`config.mk`:
```
export PLATFORM = sky130hd
export DESIGN_NAME = scr_system_control
export DESIGN_NICKNAME = d
export VERILOG_FILES = /design/src/design/scr_pkg.sv /design/src/design/scr_system_control.sv
export SDC_FILE = /design/constraint.sdc
export NUM_CORES = 1
export LEC_CHECK = 0
export BUFFER_PORTS_ARGS = -buffer_cell sky130_fd_sc_hd__buf_2
export CORE_MARGIN = 2
export CORE_UTILIZATION = 55
export CTS_CLUSTER_DIAMETER = 200
export DETAILED_ROUTE_END_ITERATION = 6
export PLACE_DENSITY = 0.76
export SETUP_SLACK_MARGIN = 0.3
export SLEW_MARGIN = 30
export SYNTH_ARGS = -nofsm -noshare
export SYNTH_HDL_FRONTEND = slang
export SYNTH_SLANG_ARGS = --single-unit
```
`constraint.sdc`:
```
create_clock -name mclk -period 2.5 [get_ports mclk]
set_input_delay 0.5 -clock mclk [delete_from_list [all_inputs] [get_ports mclk]]
set_output_delay 0.5 -clock mclk [all_outputs]
set_load 0.01 [all_outputs]
```
`src/design/scr_pkg.sv`:
```
package scr_pkg;

  // ==========================================================================
  // register map (byte addresses, compared directly with the bus address)
  localparam logic [3:0] ADDR_W              = 4'h4;
  localparam logic [3:0] OFS_SYSTEM_OPTIONS  = 4'h0;
  localparam logic [3:0] OFS_PART_HIGH       = 4'h4;
  localparam logic [3:0] OFS_PART_LOW        = 4'h8;
  localparam logic [3:0] OFS_WAKEUP_CTRL     = 4'hC;
  // low-voltage control sits at 0x10, beyond a 4-bit address: use 5-bit bus
  localparam int         BUS_AW              = 5;
  localparam logic [4:0] OFS_LOW_VOLTAGE     = 5'h10;

  // ==========================================================================
  // system options fields
  localparam int BIT_WDOG_CLK   = 7;
  localparam int BIT_TWO_WIRE   = 1;
  localparam int BIT_CMP_CAP    = 0;

  // wakeup control fields
  localparam int BIT_WAKE_FLAG  = 7;
  localparam int BIT_WAKE_ACK   = 6;
  localparam int BIT_WAKE_CLK   = 5;
  localparam int BIT_WAKE_IE    = 4;

  // low-voltage control fields
  localparam int BIT_LV_FLAG    = 7;
  localparam int BIT_LV_ACK     = 6;
  localparam int BIT_LV_IE      = 5;
  localparam int BIT_LV_RE      = 4;
  localparam int BIT_LV_SE      = 3;
  localparam int BIT_LV_DE      = 2;
  localparam int BIT_REF_BUF    = 0;

  // ==========================================================================
  // reset values
  localparam logic [7:0] RST_SYSTEM_OPTIONS = 8'h00;
  localparam logic [7:0] RST_WAKEUP_CTRL    = 8'h00;
  localparam logic [7:0] RST_LOW_VOLTAGE    = 8'h00;

  // part number; value arbitrary
  localparam logic [11:0] PART_NUMBER       = 12'h5A3;

  // ==========================================================================
  // timing: 1 kHz tick derived from the 25 MHz clock
  localparam int CLK_HZ          = 25000000;
  localparam int TICK_HZ         = 1000;
  localparam int TICK_CYCLES     = CLK_HZ / TICK_HZ;
  localparam logic [14:0] TICK_LAST = 15'(TICK_CYCLES - 1);

  // internal-clock timeouts in milliseconds (ticks of the 1 kHz clock)
  localparam int WAKE_MS_1 = 8;
  localparam int WAKE_MS_2 = 32;
  localparam int WAKE_MS_3 = 64;
  localparam int WAKE_MS_4 = 128;
  localparam int WAKE_MS_5 = 256;
  localparam int WAKE_MS_6 = 512;
  localparam int WAKE_MS_7 = 1024;

  // external-clock timeouts in external periods
  localparam int WAKE_EXT_1 = 256;
  localparam int WAKE_EXT_2 = 1024;
  localparam int WAKE_EXT_3 = 2048;
  localparam int WAKE_EXT_4 = 4096;
  localparam int WAKE_EXT_5 = 8192;
  localparam int WAKE_EXT_6 = 16384;
  localparam int WAKE_EXT_7 = 32768;

endpackage

```
`src/design/scr_system_control.sv`:
```
// Functional notes
// - options bit 7 picks watchdog clock: 1 internal 1 kHz, 0 bus clock.
// - write-once bits accept only the first write after reset.
// - options bit 1 routes two-wire pins: 0 port A 2/3, 1 port B 6/7.
// - options bit 0 connects comparator output to timer capture channel 0.
// - part number high bits 7:4 read indeterminate, writes ignored.
// - fixed 12-bit part number split across high nibble and low byte.
// - wakeup flag bit 7 sets when wakeup timer reaches its timeout.
// - writing 1 to wakeup bit 6 clears the flag; reads zero.
// - wakeup bit 5 selects clock: 0 internal 1 kHz, 1 external.
// - wakeup bit 4 enables wakeup interrupt requests.
// - wakeup bits 2:0 select period; zero disables the timer.
// - internal periods 8,32,64,128,256,512 ms and 1.024 s.
// - external periods 256 to 32768 external clock periods.
// - first timeout may be short by up to one 1 kHz period.
// - low-voltage flag bit 7 sets on detect event while enabled.
// - writing 1 to low-voltage bit 6 clears flag; reads zero.
// - low-voltage bit 5 enables interrupt while flag set.
// - write-once bit 4 forces reset on flag when detection enabled.
// - bit 3 keeps detection in stop mode, only when enabled.
// - write-once bit 2 enables detection; otherwise controls inert.
// - bit 0 switches on the reference voltage buffer.
module scr_system_control
  import scr_pkg::*;
(
  input  wire logic                 mclk,
  input  wire logic                 resetn,
  input  wire logic [scr_pkg::BUS_AW-1:0] addr,
  input  wire logic [7:0]           wdata,
  input  wire logic                 wr,
  input  wire logic                 rd,
  output logic      [7:0]           rdata,
  input  wire logic                 ext_clk,
  input  wire logic                 lv_detect,
  input  wire logic                 stop_mode,
  input  wire logic                 cmp_out,
  output logic                      watchdog_clock_select,
  output logic                      two_wire_pin_select,
  output logic                      capture_ch0_in,
  output logic                      wakeup_irq,
  output logic                      low_voltage_irq,
  output logic                      low_voltage_reset,
  output logic                      reference_buffer_enable
);
  import scr_pkg::*;

  // ==========================================================================
  // registers
  logic [7:0]  options_r;
  logic        wdog_written_r;
  logic [7:0]  wake_ctrl_r;
  logic        wake_flag_r;
  logic        lv_ie_r;
  logic        lv_se_r;
  logic        lv_re_r;
  logic        lv_de_r;
  logic        lv_re_written_r;
  logic        lv_de_written_r;
  logic        ref_buf_r;
  logic        lv_flag_r;
  logic        junk_r;

  logic        sel_opt;
  logic        sel_hi;
  logic        sel_lo;
  logic        sel_wake;
  logic        sel_lv;

  assign sel_opt  = addr == {1'b0, OFS_SYSTEM_OPTIONS};
  assign sel_hi   = addr == {1'b0, OFS_PART_HIGH};
  assign sel_lo   = addr == {1'b0, OFS_PART_LOW};
  assign sel_wake = addr == {1'b0, OFS_WAKEUP_CTRL};
  assign sel_lv   = addr == OFS_LOW_VOLTAGE;

  // ==========================================================================
  // system options
  always_ff @(posedge mclk) begin
    if (!resetn) begin
      options_r      <= RST_SYSTEM_OPTIONS;
      wdog_written_r <= 1'b0;
    end else if (wr && sel_opt) begin
      options_r[BIT_TWO_WIRE] <= wdata[BIT_TWO_WIRE];
      options_r[BIT_CMP_CAP]  <= wdata[BIT_CMP_CAP];
      if (!wdog_written_r) begin
        options_r[BIT_WDOG_CLK] <= wdata[BIT_WDOG_CLK];
        wdog_written_r          <= 1'b1;
      end
    end
  end

  always_ff @(posedge mclk) begin
    if (!resetn) begin
      watchdog_clock_select <= 1'b0;
      two_wire_pin_select   <= 1'b0;
      capture_ch0_in        <= 1'b0;
    end else begin
      watchdog_clock_select <= options_r[BIT_WDOG_CLK];
      two_wire_pin_select   <= options_r[BIT_TWO_WIRE];
      capture_ch0_in        <= options_r[BIT_CMP_CAP] & cmp_out;
    end
  end

  // ==========================================================================
  // external clock and detect input synchronisers
  logic [1:0] ext_sync_r;
  logic       ext_prev_r;
  logic [1:0] lv_sync_r;
  logic       ext_rise;

  always_ff @(posedge mclk) begin
    if (!resetn) begin
      ext_sync_r <= 2'b00;
      ext_prev_r <= 1'b0;
      lv_sync_r  <= 2'b00;
    end else begin
      ext_sync_r <= {ext_sync_r[0], ext_clk};
      ext_prev_r <= ext_sync_r[1];
      lv_sync_r  <= {lv_sync_r[0], lv_detect};
    end
  end

  // external clock must be below half of mclk to be seen
  assign ext_rise = ext_sync_r[1] & ~ext_prev_r;

  // ==========================================================================
  // 1 kHz tick; free running, so the first timeout may come early
  logic [14:0] tick_cnt_r;
  logic        tick;

  always_ff @(posedge mclk) begin
    if (!resetn) begin
      tick_cnt_r <= 15'h0000;
    end else if (tick_cnt_r == TICK_LAST) begin
      tick_cnt_r <= 15'h0000;
    end else begin
      tick_cnt_r <= tick_cnt_r + 15'h0001;
    end
  end

  assign tick = tick_cnt_r == TICK_LAST;

  // ==========================================================================
  // wakeup timer
  function automatic logic [15:0] wake_limit(input logic [2:0] sel, input logic ext);
    int n;
    n = 1;
    unique case (sel)
      3'h1: n = ext ? WAKE_EXT_1 : WAKE_MS_1;
      3'h2: n = ext ? WAKE_EXT_2 : WAKE_MS_2;
      3'h3: n = ext ? WAKE_EXT_3 : WAKE_MS_3;
      3'h4: n = ext ? WAKE_EXT_4 : WAKE_MS_4;
      3'h5: n = ext ? WAKE_EXT_5 : WAKE_MS_5;
      3'h6: n = ext ? WAKE_EXT_6 : WAKE_MS_6;
      3'h7: n = ext ? WAKE_EXT_7 : WAKE_MS_7;
      3'h0: n = 1;
    endcase
    return 16'(n - 1);
  endfunction

  logic [15:0] wake_cnt_r;
  logic        wake_step;
  logic        wake_hit;
  logic        wake_ext;
  logic [2:0]  wake_sel;

  assign wake_ext  = wake_ctrl_r[BIT_WAKE_CLK];
  assign wake_sel  = wake_ctrl_r[2:0];
  assign wake_step = (wake_sel != 3'h0) && (wake_ext ? ext_rise : tick);
  assign wake_hit  = wake_step && (wake_cnt_r == wake_limit(wake_sel, wake_ext));

  always_ff @(posedge mclk) begin
    if (!resetn) begin
      wake_cnt_r <= 16'h0000;
    end else if (wr && sel_wake) begin
      // reconfiguration restarts the period
      wake_cnt_r <= 16'h0000;
    end else if (wake_hit) begin
      wake_cnt_r <= 16'h0000;
    end else if (wake_step) begin
      wake_cnt_r <= wake_cnt_r + 16'h0001;
    end
  end

  always_ff @(posedge mclk) begin
    if (!resetn) begin
      wake_ctrl_r <= RST_WAKEUP_CTRL;
    end else if (wr && sel_wake) begin
      wake_ctrl_r[BIT_WAKE_CLK] <= wdata[BIT_WAKE_CLK];
      wake_ctrl_r[BIT_WAKE_IE]  <= wdata[BIT_WAKE_IE];
      wake_ctrl_r[2:0]          <= wdata[2:0];
    end
  end

  // set wins over a simultaneous acknowledge
  always_ff @(posedge mclk) begin
    if (!resetn) begin
      wake_flag_r <= 1'b0;
    end else if (wake_hit) begin
      wake_flag_r <= 1'b1;
    end else if (wr && sel_wake && wdata[BIT_WAKE_ACK]) begin
      wake_flag_r <= 1'b0;
    end
  end

  // ==========================================================================
  // low-voltage control
  always_ff @(posedge mclk) begin
    if (!resetn) begin
      lv_ie_r         <= RST_LOW_VOLTAGE[BIT_LV_IE];
      lv_se_r         <= RST_LOW_VOLTAGE[BIT_LV_SE];
      lv_re_r         <= RST_LOW_VOLTAGE[BIT_LV_RE];
      lv_de_r         <= RST_LOW_VOLTAGE[BIT_LV_DE];
      ref_buf_r       <= RST_LOW_VOLTAGE[BIT_REF_BUF];
      lv_re_written_r <= 1'b0;
      lv_de_written_r <= 1'b0;
    end else if (wr && sel_lv) begin
      lv_ie_r   <= wdata[BIT_LV_IE];
      lv_se_r   <= wdata[BIT_LV_SE];
      ref_buf_r <= wdata[BIT_REF_BUF];
      // bit 1 is reserved and dropped; software keeps it 0
      if (!lv_re_written_r) begin
        lv_re_r         <= wdata[BIT_LV_RE];
        lv_re_written_r <= 1'b1;
      end
      if (!lv_de_written_r) begin
        lv_de_r         <= wdata[BIT_LV_DE];
        lv_de_written_r <= 1'b1;
      end
    end
  end

  logic lv_event;

  // in stop mode detection runs only if the stop enable is set
  assign lv_event = lv_sync_r[1] && lv_de_r && (!stop_mode || lv_se_r);

  always_ff @(posedge mclk) begin
    if (!resetn) begin
      lv_flag_r <= 1'b0;
    end else if (lv_event) begin
      lv_flag_r <= 1'b1;
    end else if (wr && sel_lv && wdata[BIT_LV_ACK]) begin
      lv_flag_r <= 1'b0;
    end
  end

  // ==========================================================================
  // outputs
  always_ff @(posedge mclk) begin
    if (!resetn) begin
      wakeup_irq              <= 1'b0;
      low_voltage_irq         <= 1'b0;
      low_voltage_reset       <= 1'b0;
      reference_buffer_enable <= 1'b0;
    end else begin
      wakeup_irq              <= wake_flag_r & wake_ctrl_r[BIT_WAKE_IE];
      low_voltage_irq         <= lv_flag_r & lv_ie_r;
      low_voltage_reset       <= lv_flag_r & lv_re_r & lv_de_r;
      reference_buffer_enable <= ref_buf_r;
    end
  end

  // ==========================================================================
  // read path; reserved high nibble returns a free-running toggle
  always_ff @(posedge mclk) begin
    if (!resetn) begin
      junk_r <= 1'b0;
    end else begin
      junk_r <= ~junk_r;
    end
  end

  always_ff @(posedge mclk) begin
    if (!resetn) begin
      rdata <= 8'h00;
    end else if (rd) begin
      if (sel_opt) begin
        rdata <= {options_r[BIT_WDOG_CLK], 5'h00, options_r[BIT_TWO_WIRE], options_r[BIT_CMP_CAP]};
      end else if (sel_hi) begin
        rdata <= {{4{junk_r}}, PART_NUMBER[11:8]};
      end else if (sel_lo) begin
        rdata <= PART_NUMBER[7:0];
      end else if (sel_wake) begin
        rdata <= {wake_flag_r, 1'b0, wake_ctrl_r[BIT_WAKE_CLK], wake_ctrl_r[BIT_WAKE_IE], 1'b0, wake_sel};
      end else if (sel_lv) begin
        rdata <= {lv_flag_r, 1'b0, lv_ie_r, lv_re_r, lv_se_r, lv_de_r, 1'b0, ref_buf_r};
      end else begin
        rdata <= 8'h00;
      end
    end else begin
      rdata <= 8'h00;
    end
  end

endmodule

```
==> flow_summary.toml <==
[critical_path]
r2r_cells = 7
cp.required_ns = 2.72
r2r_start = "wake_ctrl_r[5]"
critPathMaxFanout = 11
cp-end-kind = "flop"
crit_path_start_kind = "flop"
crit_slowest_cell = "dfxtp_2"
critical_path_class = "reg -> reg"
reg2reg_to = "wake_cnt_r[10]"
rrSetupSlack_ns = 0.44
arrival_ns = 2.28
path_cells = "a211o_1 -> or3_1 -> and3_1 -> a311o_1 -> nor4_4 -> buf_6 -> nor3_1"
cp_slowest_stage_delay_ns = 0.38

[timing]
min_period_over_period_pct = 82.6
rsz0062_at_grt = "false"
hold_viol = 0
finalMaxSlewViolations = 0
max_freq_mhz = 485
fin_hold_ws_ns = 0.365
tns_ns = 0
slew-limit-headroom_pct = 69.5
worst_pin_slew_ns = 0.456
skew_ns = 0.00527
period_needed_ns = 2.06
finalSetupViolCount = 0

[clocking]
cts_hold_buffers = 0
clk_pin_slew_ns = 0.07
clock_latency_ns = 0.34
clock_sinks = 69
cts_root_buf = "clkbuf_8"
htreeDepth = 3
cts-buffers-inserted = 9
clk_path_buf_depth = 2
cts_tree = "done"

[global_routing]
grt_antenna_before_repair = 0
grt_pass1_vias = 2518
grt_pass1_wl_mm = 11.5
grt_usage_pct = 22.6
grt_max_degree = 30
grt_overflow = 0

[detailed_routing]
vias = 2708
drc_errors = 0
wirelength_mm = 6.77
detail-route-antenna-nets = 0
post_drt_wl_per_cell_um = 14.0
dr.pass1.iters = 4
vias_per_cell = 5.61
drtIter0Drc = 155

[synthesis]
yosysWarnings = 0
synthFlopType = "dfxtp_1"
netlist_area_mm2 = 0.00320
yosysSeqAreaShare_pct = 43.2
synth_edf_count = 0
avgSynthCellArea_um2 = 8.60
synth-async-reset-ratio_pct = 0
yosysUniqueCellTypes = 46
ys_ff_latch = 69
syn-num-nets = 395
netlist_instances = 372

[status]
status = "completed"

[hold_path]
hp-class = "in -> reg"
holdPathStages = 2
worstHoldEndpoint = "ext_sync_r[0]"
min_from = "ext_clk"

[die]
core_area_mm2 = 0.00557
die_y_um = 80.3
rows = 27
initial_core_util_pct = 57.4
dieArea_mm2 = 0.00644
die_w_um = 80.3
io_pins = 36

[placement]
routabilityCongestion = 0.876
dp_cells = 465
io_buffers = 35
place_hpwl_mm = 4.91

[cells_and_area]
n_antenna_cell = 0
stdcell_count = 483
final_common_cell = "dfxtp_1"
syn_to_final_growth_pct = 14.5
final_nets = 429
drive_above_1_share_pct = 18.7
final_util_pct = 65.7
layout.cells.most_common_list = "dfxtp_1 (64), nand2_1 (36), nor2_1 (35), buf_2 (35), xor2_1 (21)"

[run]
max-cap-violations = 0

[power_and_ir_drop]
power.density_mw_per_mm2 = 565
fin_total_pwr_w = 0.00207
ir_drop_v = 0.000518
leakagePower_nw = 1.43
## repair_timing
item / CTS / global route
setup endpoints to repair: 15 / 15
setup buffers: 0 / 1
resized for setup: 3 / 12
cloned: 0 / 1
pin swaps: 0 / 2
## critical path: cells and delay by family, from the launching register on
family / cells / cell delay (ns)
AND/OR/NAND/NOR: 4 / 0.74
buffers and inverters: 1 / 0.18
flip-flops: 1 / 0.38
AO/OA/AOI/OAI: 2 / 0.64
## Yosys cell counts, types with 2 or more instances
library cell,number,area (um^2)
and4bb_2,2,25.0
ha_1,2,25.0
nor3_1,20,100
o21ai_0,11,55.1
nor2_1,35,131
nand4b_1,2,17.5
nor2b_1,13,81.3
a21oi_1,13,65.1
and3_1,14,87.6
nand2_1,36,135
a21boi_0,8,60.1
nand2b_1,3,18.8
xor2_1,21,184
clkbuf_1,17,63.8
nand4_1,7,43.8
mux2i_1,8,80.1
and4_1,4,35.0
buf_6,2,22.5
nand3_1,20,100
nand3b_1,2,15.0
or3_1,3,18.8
a31oi_1,4,25.0
a211o_1,2,17.5
dfxtp_1,69,1380
inv_1,5,18.8
o2111ai_1,2,17.5
a21o_1,2,15.0
buf_2,5,25.0
xnor2_1,10,87.6
nor4b_1,2,17.5
and2_1,11,68.8
a211oi_1,3,22.5
## through the flow
stage	instance area [um^2]	worst slack (ns)
floorplan	3200	0.315
global placement	3430	0.346
detailed placement	3430	0.268
CTS	3620	0.313
global route	3660	0.305
finish	3660	0.436
## layout make-up
| cell class | instances | area, um^2 |
|---|---|---|
| Fill cell | 457 | 1910 |
| Multi-Input combinational cell | 274 | 1710 |
| Sequential cell | 69 | 1390 |
| Timing Repair Buffer | 47 | 273 |
| Clock buffer | 9 | 124 |
| Tap cell | 72 | 90.1 |
| Clock inverter | 7 | 66.3 |
| Inverter | 5 | 18.8 |
## worst max path at each step
stage	depth (start not counted)	end	slack, ns	startpoint
finish	7	wake_cnt_r[10]	0.44	wake_ctrl_r[5]
global route	8	wake_cnt_r[10]	0.31	wake_ctrl_r[1]
CTS	7	wake_cnt_r[10]	0.31	wake_ctrl_r[0]
detailed placement	7	wake_cnt_r[12]	0.27	wake_ctrl_r[5]
global placement	7	wake_cnt_r[13]	0.35	wake_ctrl_r[2]
floorplan	8	wake_cnt_r[1]	0.32	wake_ctrl_r[5]
## power breakdown
group | total, W | internal (W) | switching (W)
Combinational | 0.0000886 | 0.0000362 | 0.0000525
Clock | 0.000861 | 0.000454 | 0.000407
Sequential | 0.00112 | 0.00111 | 0.00000922
## logic make-up (layout without fill, tap and decap cells)
kind of cell / Yosys count / in the layout / synth area share, %
xor+xnor: 31 / 31 / 8.49
buf+inv: 29 / 68 / 4.07
fa+ha+maj: 3 / 3 / 1.09
simple gates: 178 / 178 / 29.5
compound gates: 54 / 54 / 11.2
flops: 69 / 69 / 43.2
mux: 8 / 8 / 2.50
## per-layer routing
layer	routed length (um)	GRT usage [%]	up-vias	part of all wire [%]
li1	-	-	1362	-
met1	3230	31.1	1259	48
met2	3130	34.3	76	46
met3	306	5.84	11	4.5
met4	112	7.63	0	1.7
met5	0	0	-	0
## state kept, by name, summed over array words and instances (netlist names), 2 cells and up
signal       flops
wake_ctrl_r      5
rdata            8
ext_sync_r       2
tick_cnt_r      15
options_r        3
wake_cnt_r      16
lv_sync_r        2
Power figures use the tool's default switching activity.
